===== src/hw/warmup_pkg.sv =====
// Purpose: shared constants of the oscillator warm-up counter
// Assumes: one aligned 32-bit word per register
// Notes:   only the cascaded warm-up mode is modelled
package warmup_pkg;
   // register byte offsets
   localparam logic [7:0] OFF_LOWER_CTL = 8'h00;
   localparam logic [7:0] OFF_UPPER_CTL = 8'h04;
   localparam logic [7:0] OFF_CMP_LOW   = 8'h08;
   localparam logic [7:0] OFF_CMP_HIGH  = 8'h0c;
   localparam logic [7:0] OFF_SYS_CTL   = 8'h10;
   localparam logic [7:0] OFF_STATUS    = 8'h14;
   // lower timer control fields
   localparam int         SRC_LSB       = 4;
   localparam logic [2:0] SRC_SLOW      = 3'h4;
   localparam logic [2:0] SRC_FAST      = 3'h6;
   localparam logic [2:0] MODE_CASCADE  = 3'h3;
   // upper timer control fields
   localparam int         RUN_BIT       = 3;
   localparam logic [2:0] MODE_WARMUP   = 3'h5;
   localparam int         FF_INIT_BIT   = 7;
   // second system control fields
   localparam int         FAST_EN_BIT   = 7;
   localparam int         SLOW_EN_BIT   = 6;
   localparam int         SELECT_BIT    = 5;
   // reset values
   localparam logic [7:0] LOWER_RESET   = 8'h00;
   localparam logic [7:0] UPPER_RESET   = 8'h00;
   localparam logic [7:0] CMP_RESET     = 8'h00;
   localparam logic [2:0] SYS_RESET     = 3'h4;
   // bus and compare constants
   localparam logic [2:0] SIZE_WORD     = 3'h2;
   localparam logic       RESP_OKAY     = 1'b0;
   localparam int         CMP_LOW_BITS  = 8;
endpackage : warmup_pkg


===== src/hw/reg_access_if.sv =====
// Purpose: register access between bus port and register file
// Assumes: writes last one cycle, read data is combinational
// Notes:   none
`timescale 1ns/1ps
interface reg_access_if;
   logic [7:0]  addr;
   logic [31:0] wdata;
   logic        wr_en;
   logic [31:0] rdata;
   modport bus  (output addr, output wdata, output wr_en, input rdata);
   modport regs (input addr, input wdata, input wr_en, output rdata);
endinterface : reg_access_if


===== src/hw/ahb_reg_port.sv =====
// Purpose: AHB-Lite slave front end for the register file
// Assumes: single word transfers, response always OKAY
// Notes:   writes have no wait state, reads one wait state
`timescale 1ns/1ps
module ahb_reg_port
   import warmup_pkg::*;
(
   // clock and reset
   input  wire logic        hclk,
   input  wire logic        hresetn,
   // ahb-lite slave
   input  wire logic        hsel,
   input  wire logic [31:0] haddr,
   input  wire logic [1:0]  htrans,
   input  wire logic        hwrite,
   input  wire logic [2:0]  hsize,
   input  wire logic [31:0] hwdata,
   input  wire logic        hready,
   output logic      [31:0] hrdata,
   output logic             hreadyout,
   output logic             hresp,
   // register file side
   reg_access_if.bus        regs
);
   logic       accept;
   logic       wr_pend_q;
   logic       rd_wait_q;
   logic [7:0] addr_q;

   assign accept = hsel && hready && htrans[1];

   always_ff @(posedge hclk or negedge hresetn) begin
      if (!hresetn) begin
         addr_q <= 8'h00;
      end else if (accept) begin
         addr_q <= haddr[7:0];
      end
   end

   // narrow writes are dropped rather than merged
   always_ff @(posedge hclk or negedge hresetn) begin
      if (!hresetn) begin
         wr_pend_q <= 1'b0;
      end else begin
         wr_pend_q <= accept && hwrite && (hsize == SIZE_WORD);
      end
   end

   // wait state lets a preceding write land before the read samples
   always_ff @(posedge hclk or negedge hresetn) begin
      if (!hresetn) begin
         rd_wait_q <= 1'b0;
         hreadyout <= 1'b1;
      end else begin
         rd_wait_q <= accept && !hwrite;
         hreadyout <= !(accept && !hwrite);
      end
   end

   always_ff @(posedge hclk or negedge hresetn) begin
      if (!hresetn) begin
         hrdata <= 32'h0000_0000;
      end else if (rd_wait_q) begin
         hrdata <= regs.rdata;
      end
   end

   always_ff @(posedge hclk or negedge hresetn) begin
      if (!hresetn) begin
         hresp <= RESP_OKAY;
      end else begin
         hresp <= RESP_OKAY;
      end
   end

   assign regs.addr  = addr_q;
   assign regs.wdata = hwdata;
   assign regs.wr_en = wr_pend_q;
endmodule : ahb_reg_port


===== src/hw/warmup_count.sv =====
// Purpose: cascaded up-counter with upper-byte compare
// Assumes: tick is a one-cycle pulse on the hclk domain
// Notes:   low compare bits never take part in the match
`timescale 1ns/1ps
module warmup_count
   import warmup_pkg::*;
#(
   parameter int WIDTH = 16
) (
   // clock and reset
   input  wire logic             clk,
   input  wire logic             rst_n,
   // control
   input  wire logic             tick,
   input  wire logic             run,
   input  wire logic [7:0]       compare_high,
   // state
   output logic      [WIDTH-1:0] count,
   output logic                  match
);
   logic [WIDTH-1:0] next;
   logic [WIDTH-1:0] target;
   logic             hit;

   if (WIDTH != 2 * CMP_LOW_BITS) begin : g_width_check
      $error("warmup_count: WIDTH must be 16");
   end

   assign next   = count + {{(WIDTH-1){1'b0}}, 1'b1};
   assign target = {compare_high, {CMP_LOW_BITS{1'b0}}};
   assign hit    = (next == target);
   assign match  = run && tick && hit;

   always_ff @(posedge clk or negedge rst_n) begin
      if (!rst_n) begin
         count <= '0;
      end else if (!run) begin
         count <= '0;
      end else if (tick) begin
         count <= hit ? '0 : next;
      end
   end
endmodule : warmup_count


===== src/hw/warmup_timer.sv =====
// What this block does
// - once running, count up; on compare match clear count and raise irq
// - slow source gives 256 to 65536 slow ticks of warm-up
// - fast source gives 256 to 65536 fast ticks of warm-up
// - system control two bit 5 selects slow (1) or fast (0) clock
// - system control two bit 7 enables the fast oscillator
// - system control two bit 6 enables the slow oscillator
// - match uses only the compare high byte, low byte ignored
//
// Purpose: oscillator warm-up timer with AHB-Lite registers
// Assumes: clock pins are slow enough to be sampled at hclk
// Notes:   pin clocks are edge-detected, not used as clocks
`timescale 1ns/1ps
module warmup_timer
   import warmup_pkg::*;
(
   // clock and reset
   input  wire logic        hclk,
   input  wire logic        hresetn,
   // ahb-lite slave
   input  wire logic        hsel,
   input  wire logic [31:0] haddr,
   input  wire logic [1:0]  htrans,
   input  wire logic        hwrite,
   input  wire logic [2:0]  hsize,
   input  wire logic [31:0] hwdata,
   input  wire logic        hready,
   output logic      [31:0] hrdata,
   output logic             hreadyout,
   output logic             hresp,
   // oscillator clock pins
   input  wire logic        fast_clock,
   input  wire logic        slow_clock,
   // oscillator and clock control
   output logic             fast_osc_enable,
   output logic             slow_osc_enable,
   output logic             slow_clock_select,
   // match event
   output logic             cascade_match_irq
);
   reg_access_if regs_bus ();

   logic [7:0]  lower_timer_control_q;
   logic [7:0]  upper_timer_control_q;
   logic [7:0]  compare_low_byte_q;
   logic [7:0]  compare_high_byte_q;
   logic [1:0]  pin_in;
   logic [1:0]  pin_meta_q;
   logic [1:0]  pin_sync_q;
   logic [1:0]  pin_last_q;
   logic [1:0]  pin_rise;
   logic [2:0]  src_sel;
   logic        mode_ok;
   logic        run;
   logic        tick;
   logic [15:0] count;
   logic        match;
   logic [31:0] rdata_c;

   function automatic logic is_reg(input logic [7:0] a,
                                   input logic [7:0] off);
      is_reg = (a[7:2] == off[7:2]);
   endfunction : is_reg

   function automatic logic wr_to(input logic [7:0] off);
      wr_to = regs_bus.wr_en && is_reg(regs_bus.addr, off);
   endfunction : wr_to

   ahb_reg_port u_port (
      .hclk      (hclk),
      .hresetn   (hresetn),
      .hsel      (hsel),
      .haddr     (haddr),
      .htrans    (htrans),
      .hwrite    (hwrite),
      .hsize     (hsize),
      .hwdata    (hwdata),
      .hready    (hready),
      .hrdata    (hrdata),
      .hreadyout (hreadyout),
      .hresp     (hresp),
      .regs      (regs_bus.bus)
   );

   // pin clocks: two-flop synchroniser then rising-edge detect
   assign pin_in = {fast_clock, slow_clock};

   for (genvar i = 0; i < 2; i++) begin : g_pin_sync
      always_ff @(posedge hclk or negedge hresetn) begin
         if (!hresetn) begin
            pin_meta_q[i] <= 1'b0;
            pin_sync_q[i] <= 1'b0;
            pin_last_q[i] <= 1'b0;
         end else begin
            pin_meta_q[i] <= pin_in[i];
            pin_sync_q[i] <= pin_meta_q[i];
            pin_last_q[i] <= pin_sync_q[i];
         end
      end
      assign pin_rise[i] = pin_sync_q[i] && !pin_last_q[i];
   end

   // source and mode decode
   assign src_sel = lower_timer_control_q[SRC_LSB +: 3];
   assign mode_ok = (lower_timer_control_q[2:0] == MODE_CASCADE) &&
                    (upper_timer_control_q[2:0] == MODE_WARMUP);
   assign run     = upper_timer_control_q[RUN_BIT] && mode_ok;
   // other source codes give no tick, so the counter holds
   assign tick    = ((src_sel == SRC_SLOW) && pin_rise[0]) ||
                    ((src_sel == SRC_FAST) && pin_rise[1]);

   warmup_count #(
      .WIDTH (16)
   ) u_count (
      .clk          (hclk),
      .rst_n        (hresetn),
      .tick         (tick),
      .run          (run),
      .compare_high (compare_high_byte_q),
      .count        (count),
      .match        (match)
   );

   // timer registers
   always_ff @(posedge hclk or negedge hresetn) begin
      if (!hresetn) begin
         lower_timer_control_q <= LOWER_RESET;
      end else if (wr_to(OFF_LOWER_CTL)) begin
         lower_timer_control_q <= regs_bus.wdata[7:0];
      end
   end

   always_ff @(posedge hclk or negedge hresetn) begin
      if (!hresetn) begin
         upper_timer_control_q <= UPPER_RESET;
      end else if (wr_to(OFF_UPPER_CTL)) begin
         upper_timer_control_q <= regs_bus.wdata[7:0];
      end
   end

   // low byte kept for software even though the match ignores it
   always_ff @(posedge hclk or negedge hresetn) begin
      if (!hresetn) begin
         compare_low_byte_q  <= CMP_RESET;
         compare_high_byte_q <= CMP_RESET;
      end else begin
         if (wr_to(OFF_CMP_LOW)) begin
            compare_low_byte_q <= regs_bus.wdata[7:0];
         end
         if (wr_to(OFF_CMP_HIGH)) begin
            compare_high_byte_q <= regs_bus.wdata[7:0];
         end
      end
   end

   // second system control: oscillator enables and clock select
   always_ff @(posedge hclk or negedge hresetn) begin
      if (!hresetn) begin
         fast_osc_enable   <= SYS_RESET[2];
         slow_osc_enable   <= SYS_RESET[1];
         slow_clock_select <= SYS_RESET[0];
      end else if (wr_to(OFF_SYS_CTL)) begin
         fast_osc_enable   <= regs_bus.wdata[FAST_EN_BIT];
         slow_osc_enable   <= regs_bus.wdata[SLOW_EN_BIT];
         slow_clock_select <= regs_bus.wdata[SELECT_BIT];
      end
   end

   // match request, one cycle per match
   always_ff @(posedge hclk or negedge hresetn) begin
      if (!hresetn) begin
         cascade_match_irq <= 1'b0;
      end else begin
         cascade_match_irq <= match;
      end
   end

   // read decode, unmapped words read as zero
   always_comb begin
      rdata_c = 32'h0000_0000;
      if (is_reg(regs_bus.addr, OFF_LOWER_CTL)) begin
         rdata_c[7:0] = lower_timer_control_q;
      end else if (is_reg(regs_bus.addr, OFF_UPPER_CTL)) begin
         rdata_c[7:0] = upper_timer_control_q;
      end else if (is_reg(regs_bus.addr, OFF_CMP_LOW)) begin
         rdata_c[7:0] = compare_low_byte_q;
      end else if (is_reg(regs_bus.addr, OFF_CMP_HIGH)) begin
         rdata_c[7:0] = compare_high_byte_q;
      end else if (is_reg(regs_bus.addr, OFF_SYS_CTL)) begin
         rdata_c[FAST_EN_BIT] = fast_osc_enable;
         rdata_c[SLOW_EN_BIT] = slow_osc_enable;
         rdata_c[SELECT_BIT]  = slow_clock_select;
      end else if (is_reg(regs_bus.addr, OFF_STATUS)) begin
         rdata_c[15:0] = count;
         rdata_c[16]   = run;
         rdata_c[17]   = mode_ok;
      end
   end

   assign regs_bus.rdata = rdata_c;

   // checking helpers
   logic [16:0] ticks_seen_q;
   logic [16:0] span;

   always_ff @(posedge hclk or negedge hresetn) begin
      if (!hresetn) begin
         ticks_seen_q <= 17'h0_0000;
      end else if (!run || match) begin
         ticks_seen_q <= 17'h0_0000;
      end else if (tick) begin
         ticks_seen_q <= ticks_seen_q + 17'h0_0001;
      end
   end

   // a zero high byte only matches after the count wraps: 65536 ticks
   assign span = {(compare_high_byte_q == 8'h00), compare_high_byte_q, 8'h00};
endmodule : warmup_timer


===== config.mk =====
export PLATFORM = sky130hd
export DESIGN_NAME = warmup_timer
export DESIGN_NICKNAME = d
export VERILOG_FILES = /design/src/hw/warmup_pkg.sv /design/src/hw/reg_access_if.sv /design/src/hw/ahb_reg_port.sv /design/src/hw/warmup_count.sv /design/src/hw/warmup_timer.sv
export SDC_FILE = /design/constraint.sdc
export NUM_CORES = 1
export LEC_CHECK = 0
export BUFFER_PORTS_ARGS = -buffer_cell sky130_fd_sc_hd__buf_2
export CORE_ASPECT_RATIO = 1.75
export CORE_MARGIN = 5
export CORE_UTILIZATION = 40
export DETAILED_ROUTE_END_ITERATION = 12
export GPL_TIMING_DRIVEN = 0
export PLACE_DENSITY = 0.65
export SYNTH_ARGS = -nofsm -noshare
export SYNTH_HDL_FRONTEND = slang
export SYNTH_SLANG_ARGS = --single-unit

===== constraint.sdc =====
create_clock -name hclk -period 3.6 [get_ports hclk]
set_input_delay 0.72 -clock hclk [delete_from_list [all_inputs] [get_ports hclk]]
set_output_delay 0.72 -clock hclk [all_outputs]
set_load 0.005 [all_outputs]

==> run_results.csv, run 1 <==
group,metric,value,unit
clock_tree,clockBufferDepth,2,
placement,place_congestion,0.870,
yosys,syn_inst,394,
clock_tree,cts.sink_count,85,
floorplanning,num_rows,50,
clock_tree,cts_buffers,9,
sta,fin_worst_skew,0.0105,ns
sta,tns,0,ns
worst_hold_path,min_path_type,"input port to async pin",
yosys,synth-xor-area-share,0.0323,
placement,io_buffers,47,
clock_tree,cts_max_level,3,
yosys,synthAdderAreaFrac,0.00288,
clock_tree,cts_root_buf,"clkbuf_16",
global_routing,grt.total_usage,0.170,
floorplanning,die_y,148,um
final_layout,area_delta_synth_final,18.6,%
yosys,synthDistinctLibCells,59,
yosys,synth_top_area_cell,"dfrtp_1",
yosys,synth_edf_count,0,
yosys,syn_area_per_cell,11.0,um^2
sta,max_slew_margin,0.425,
sta,finalSetupViolCount,0,
clock_tree,cts_hold_buffers,0,
final_layout,finalNetCount,544,
flow_run,drv_cap,0,
sta,timing.final.max_slew_violations,0,
final_layout,mostFrequentLayoutCell,"dfrtp_1",
critical_path,crit_family,"simple AND/OR/NAND/NOR gates",
critical_path,cp_max_fo,10,
final_layout,regArea,2130,um^2
floorplanning,core,10700,um^2
floorplanning,chipWidth,88.8,um
outcome,run_status,"completed",
yosys,synth_mux_area_frac,0.147,
clock_tree,cts_resized,0,
global_routing,grt_overflow,0,
sta,fmax,384,MHz
power_and_ir_drop,power.density,440,nW/um^2
route,wirelength,10.4,mm
final_layout,mostFrequentLayoutCells,"dfrtp_1, mux2_2, buf_2, nand2_1, nor2_1",
critical_path,slowest_stage,"nor4_2",
yosys,synth_compound_area_frac,0.0864,
sta,rsz0062_at_grt,"no",
critical_path,arrival,2.83,ns
floorplanning,start_util,0.406,
final_layout,fillers,955,
sta,final-hold-violation-count,0,
final_layout,final_layout_size_suffix_gt1_frac,0.335,
clock_tree,post_cts_buffers,0,
sta,period_minus_slack,2.61,ns
yosys,synthTopCellsByArea,"dfrtp_1, mux2_2, buf_4",
yosys,synth.top_cell.area_share,0.478,
yosys,syn_area,4340,um^2
route,drt_iter0_markers,181,
route,dr.pass1.iters,4,
critical_path,path_cells,"clkbuf_1 > nand2b_1 > nor4_2 > buf_2 > nand2_1 > mux2_2",
critical_path,cp_data_required_time,3.83,ns
global_routing,antenna_found_initial,0,
critical_path,critPathBufInv,2,
sta,layout_worst_path_cycle_share,0.724,
sta,worst_pin_slew,0.855,ns
power_and_ir_drop,ir_drop,0.294,mV
critical_path,cpPeakStageDelay,0.64,ns
global_routing,grt_pass1_vias,3337,
yosys,ys_seq_elements,85,
critical_path,critPathLaunchType,"flip-flop",
route,drc_errors,0,
power_and_ir_drop,p_leak,0.00238,uW
global_routing,grt_max_degree,52,
clock_tree,cts_tree,"yes",
yosys,synthSimpleGateAreaFrac,0.172,
route,postRouteAntennaNets,0,
route,routed_via_density,5.34,
critical_path,critPathCaptureType,"flip-flop",
yosys,synth_ff_type,"dfrtp_1",
yosys,yosys_warnings,0,
critical_path,setup.worst_path.class,"flip-flop to flip-flop",
placement,post-dp-hpwl,7.80,mm
floorplanning,die_area,13100,um^2
route,wl_per_cell,17.3,um
clock_tree,cts.clk_slew.worst_paths,0.07,ns
final_layout,multi_input_comb_area,1970,um^2
floorplanning,num_io_pins,114,
global_routing,grt_pass1_wl,17.2,mm
final_layout,diodes,0,
yosys,yosysSeqAreaShare,0.490,
clock_tree,insertion_delay,0.35,ns
yosys,synthArstFlopShare,1.00,
final_layout,utilization,0.482,
route,num_vias,3213,
yosys,synth_top_family_by_area,"simple AND/OR/NAND/NOR gates",
[Yosys cell counts (all sizes together) (2+ instances only)]
master and count:
xor2 8, dfrtp 83, nand4 12, a22oi 2, inv 16, mux2i 3
o22ai 2, buf 24, nor4bb 5, nor4 8, mux2 54, nand2b 3
a21oi 8, nor4b 2, a32o 2, o21a 2, nor3 7, nor2b 7
a22o 6, nand3b 6, and3 3, nand2 26, a211oi 5, a211o 2
clkbuf 18, a31oi 5, nand3 12, a221oi 3, xnor2 8, o21ai 11
dfstp 2, nor2 21
[logic make-up (layout without fill, tap and decap cells)]
family / count (synthesis) / count (layout)
adder cells (fa/ha/maj): 1 / 1
XOR/XNOR: 16 / 16
other: 1 / 15
flip-flops: 85 / 85
AND/OR/NAND/NOR: 122 / 122
AO/OA/AOI/OAI: 54 / 54
buffers and inverters: 58 / 122
multiplexers: 57 / 57
[per-layer routing]
metal | track usage | routed length, um | vias up
li1 | - | - | 1523
met1 | 0.185 | 3830 | 1594
met2 | 0.310 | 5840 | 80
met3 | 0.0318 | 450 | 16
met4 | 0.0741 | 274 | 0
met5 | 0 | 0 | -
[per-stage QoR]
stage / hold WS, ns / worst slack [ns] / power (uW) / cell area (um^2) / instances
global placement: 0.335 / 1.04 / 1250 / 4790 / 585
floorplan: 0.331 / 1.54 / 1160 / 4400 / 408
detailed placement: 0.338 / 0.996 / 1260 / 4820 / 586
finish: 0.324 / 0.995 / 2270 / 5150 / 602
CTS: 0.333 / 0.983 / 2290 / 5150 / 602
global route: 0.353 / 0.842 / 2360 / 5150 / 602
[worst register-to-register path: stages, from the launching register on]
cell      delay (ns)
dfrtp_1         0.36
clkbuf_1        0.20
nand2b_1        0.21
nor4_2          0.64
buf_2           0.37
nand2_1         0.33
mux2_2          0.38
[report_power, final]
group | total [uW] | internal [uW] | switching (uW) | leakage, uW
logic | 204 | 98.0 | 106 | 0.00109
registers | 1030 | 1000 | 29.6 | 0.00112
clock network | 1030 | 619 | 413 | 0.000161
[sequential cells by signal, indices dropped and copies added, names as in the netlist, 2 cells and up]
signal,cells
u_count.count,16
pin_sync_q,2
compare_high_byte_q,8
u_port.regs.addr,6
pin_last_q,2
pin_meta_q,2
compare_low_byte_q,8
lower_timer_control_q,8
u_port.hrdata,18
upper_timer_control_q,8
[cell type report]
cell class,instances,area share
Buffer,42,0.0457
Clock inverter,7,0.0202
Tap cell,130,0.0316
Multi-Input combinational cell,265,0.382
Clock buffer,9,0.0437
Sequential cell,85,0.413
Inverter,16,0.0117
Timing Repair Buffer,48,0.0515
[final timing paths]
path | from | endpoint | slack [ns] | cells after the start
max | u_port.regs.addr[4] | compare_low_byte_q[1] | 0.99 | 6
min | hresetn | cascade_match_irq | 0.32 | 1
max reg2reg | u_port.regs.addr[4] | compare_low_byte_q[1] | 0.99 | 6
min reg2reg | pin_meta_q[1] | pin_sync_q[1] | 0.35 | 0
max in group asynchronous | hresetn | fast_osc_enable | 2.62 | 2
min in group hclk | pin_meta_q[1] | pin_sync_q[1] | 0.35 | 0
No activity file was read; power rests on OpenSTA's default activity.
==> inputs of run 2 (changes only) <==
--- a/config.mk
+++ b/config.mk
@@ -5,6 +5,7 @@
 export SDC_FILE = /design/constraint.sdc
 export NUM_CORES = 1
 export LEC_CHECK = 0
+export ABC_AREA = 1
 export BUFFER_PORTS_ARGS = -buffer_cell sky130_fd_sc_hd__buf_2
 export CORE_ASPECT_RATIO = 1.75
 export CORE_MARGIN = 5
==> constraint.sdc (replaced) <==
create_clock -name hclk -period 2.7 [get_ports hclk]
set_input_delay 0.54 -clock hclk [delete_from_list [all_inputs] [get_ports hclk]]
set_output_delay 0.54 -clock hclk [all_outputs]
set_load 0.005 [all_outputs]
==> run 2 against run 1 <==
  * Cell count is 25% higher
  * Power is 34% higher
  * Routed wire length up 7.2%
  * Setup slack got worse by 0.58 ns
  * Synthesized cell count increased by 39%
  * Utilization about the same
  * Via count rose by 15%
  * Sequential share of layout area grew 0.25 points
  * Final area fell by 0.61%
  * Hold slack worse by 0.17 ns
==> run_results.csv, run 2 <==
group,metric,value,unit
final_layout,mostFrequentLayoutCells,"nand2_1, dfrtp_1, o21ai_0, buf_2, inv_1",
clock_tree,insertion_delay,0.34,ns
yosys,syn_inst,547,
yosys,syn_area_per_cell,7.88,um^2
final_layout,largest_register_ffs,18,
sta,max_slew_margin,0.583,
yosys,syn_area,4310,um^2
route,drt_iter0_markers,251,
global_routing,antenna_found_initial,0,
yosys,synth.top_cell.area_share,0.482,
global_routing,grt.total_usage,0.185,
critical_path,cp_max_fo,10,
yosys,synthArstFlopShare,1.00,
floorplanning,die_area,13000,um^2
critical_path,critPathLaunchType,"flip-flop",
sta,fmax,437,MHz
critical_path,crit_family,"simple AND/OR/NAND/NOR gates",
critical_path,cpPeakStageDelay,0.44,ns
route,dr.pass1.iters,4,
yosys,synth_ff_type,"dfrtp_1",
clock_tree,cts_root_buf,"clkbuf_16",
route,num_vias,3697,
sta,period_minus_slack,2.29,ns
global_routing,grt_max_degree,51,
route,postRouteAntennaNets,0,
final_layout,mostFrequentLayoutCell,"nand2_1",
sta,rsz0062_at_grt,"no",
yosys,ys_seq_elements,85,
route,wirelength,11.1,mm
critical_path,critPathCaptureType,"flip-flop",
power_and_ir_drop,power.density,594,nW/um^2
critical_path,critPathLaunch,"upper_timer_control_q[2]",
critical_path,crit_top_cell,"nand2_1",
critical_path,cp_data_required_time,2.98,ns
sta,worst_pin_slew,0.625,ns
floorplanning,chipWidth,88.5,um
power_and_ir_drop,ir_drop,0.485,mV
worst_hold_path,min_path_type,"input port to async pin",
clock_tree,post_cts_buffers,0,
yosys,yosysMostFrequentCell,"nand2_1",
critical_path,reg2reg_from,"upper_timer_control_q[2]",
clock_tree,cts_tree,"yes",
yosys,synth_top_cells_by_count,"nand2_1, dfrtp_1, o21ai_0",
route,drc_errors,0,
final_layout,reg_top3,"u_port.hrdata x18, u_count.count x16",
clock_tree,cts_buffers,9,
power_and_ir_drop,p_leak,0.00261,uW
yosys,synthDistinctLibCells,36,
floorplanning,start_util,0.406,
critical_path,slowest_stage,"nor3_1",
floorplanning,num_io_pins,114,
sta,fin_worst_skew,0.00683,ns
placement,post-dp-hpwl,8.90,mm
sta,layout_worst_path_cycle_share,0.847,
flow_run,drv_cap,0,
critical_path,path_cells,"nand4_1 > nor3_1 > nand2_1 > nor2_1 > inv_1 > clkbuf_8 > nor2_1 > nand2_1 > nand2_1",
yosys,synth_top_area_cell,"dfrtp_1",
floorplanning,die_y,147,um
final_layout,regMostFlops,"u_port.hrdata",
placement,place_congestion,0.910,
placement,io_buffers,47,
sta,finalSetupViolCount,0,
floorplanning,num_rows,50,
final_layout,finalNetCount,697,
global_routing,grt_pass1_vias,3803,
clock_tree,cts_max_level,3,
sta,timing.final.max_slew_violations,0,
yosys,synth_edf_count,0,
sta,tns,0,ns
final_layout,final_layout_size_suffix_gt1_frac,0.186,
power_and_ir_drop,power,3040,uW
yosys,yosys_warnings,0,
clock_tree,cts.sink_count,85,
sta,final-hold-violation-count,0,
yosys,synthTopCellsByArea,"dfrtp_1, nand2_1, o21ai_0",
critical_path,setup.worst_path.class,"flip-flop to flip-flop",
critical_path,arrival,2.56,ns
clock_tree,cts.clk_slew.worst_paths,0.06,ns
clock_tree,clockBufferDepth,2,
route,routed_via_density,4.90,
route,wl_per_cell,14.7,um
floorplanning,core,10600,um^2
clock_tree,cts_hold_buffers,0,
final_layout,diodes,0,
global_routing,grt_pass1_wl,18.3,mm
yosys,yosysSeqAreaShare,0.494,
outcome,run_status,"completed",
critical_path,critPathBufInv,2,
global_routing,grt_overflow,0,
clock_tree,cts_resized,0,
final_layout,area_delta_synth_final,18.7,%
-- run 2: final timing paths --
check | cells past startpoint | endpoint | slack [ns]
min | 1 | pin_meta_q[1] | 0.16
min reg2reg | 0 | pin_sync_q[0] | 0.35
max | 9 | u_count.count[15] | 0.41
min in group hclk | 1 | pin_meta_q[1] | 0.31
max reg2reg | 9 | u_count.count[15] | 0.41
max in group asynchronous | 2 | u_port.hreadyout | 1.87
-- run 2: area by class of cell --
class	instances	area [um^2]
buffer	28	194
clock buffer	13	260
clock inverter	3	67.6
fill	1085	5510
inverter	52	195
multi-input combinational	396	1850
sequential	85	2130
tap	130	163
timing repair buffer	48	265
-- run 2: routing by layer --
metal | share of wire | GRT usage
met2 | 0.56 | 0.336
met1 | 0.35 | 0.181
met5 | 0 | 0
met4 | 0.067 | 0.132
met3 | 0.030 | 0.0292
-- run 2: cell families after synthesis --
kind of cell,after synthesis,synth area share
other,1,0.000869
XOR/XNOR,2,0.00406
buffers and inverters,80,0.0902
adder cells (fa/ha/maj),1,0.00290
flip-flops,85,0.494
AND/OR/NAND/NOR,299,0.305
AO/OA/AOI/OAI,79,0.103
-- run 2: metrics by stage --
step | hold slack (ns) | util | cells | area, um^2 | setup WS, ns
after floorplan | 0.244 | - | 561 | 4370 | 1.03
after global routing | 0.196 | 0.482 | 755 | 5120 | 0.267
after detailed placement | 0.335 | 0.451 | 739 | 4790 | 0.422
after CTS | 0.169 | 0.482 | 755 | 5120 | 0.407
final | 0.157 | 0.482 | 755 | 5120 | 0.414
after global placement | 0.333 | 0.448 | 738 | 4760 | 0.419
-- run 2: power breakdown --
group	internal, uW	switching [uW]
logic	118	181
clock network	861	484
registers	1350	48.1
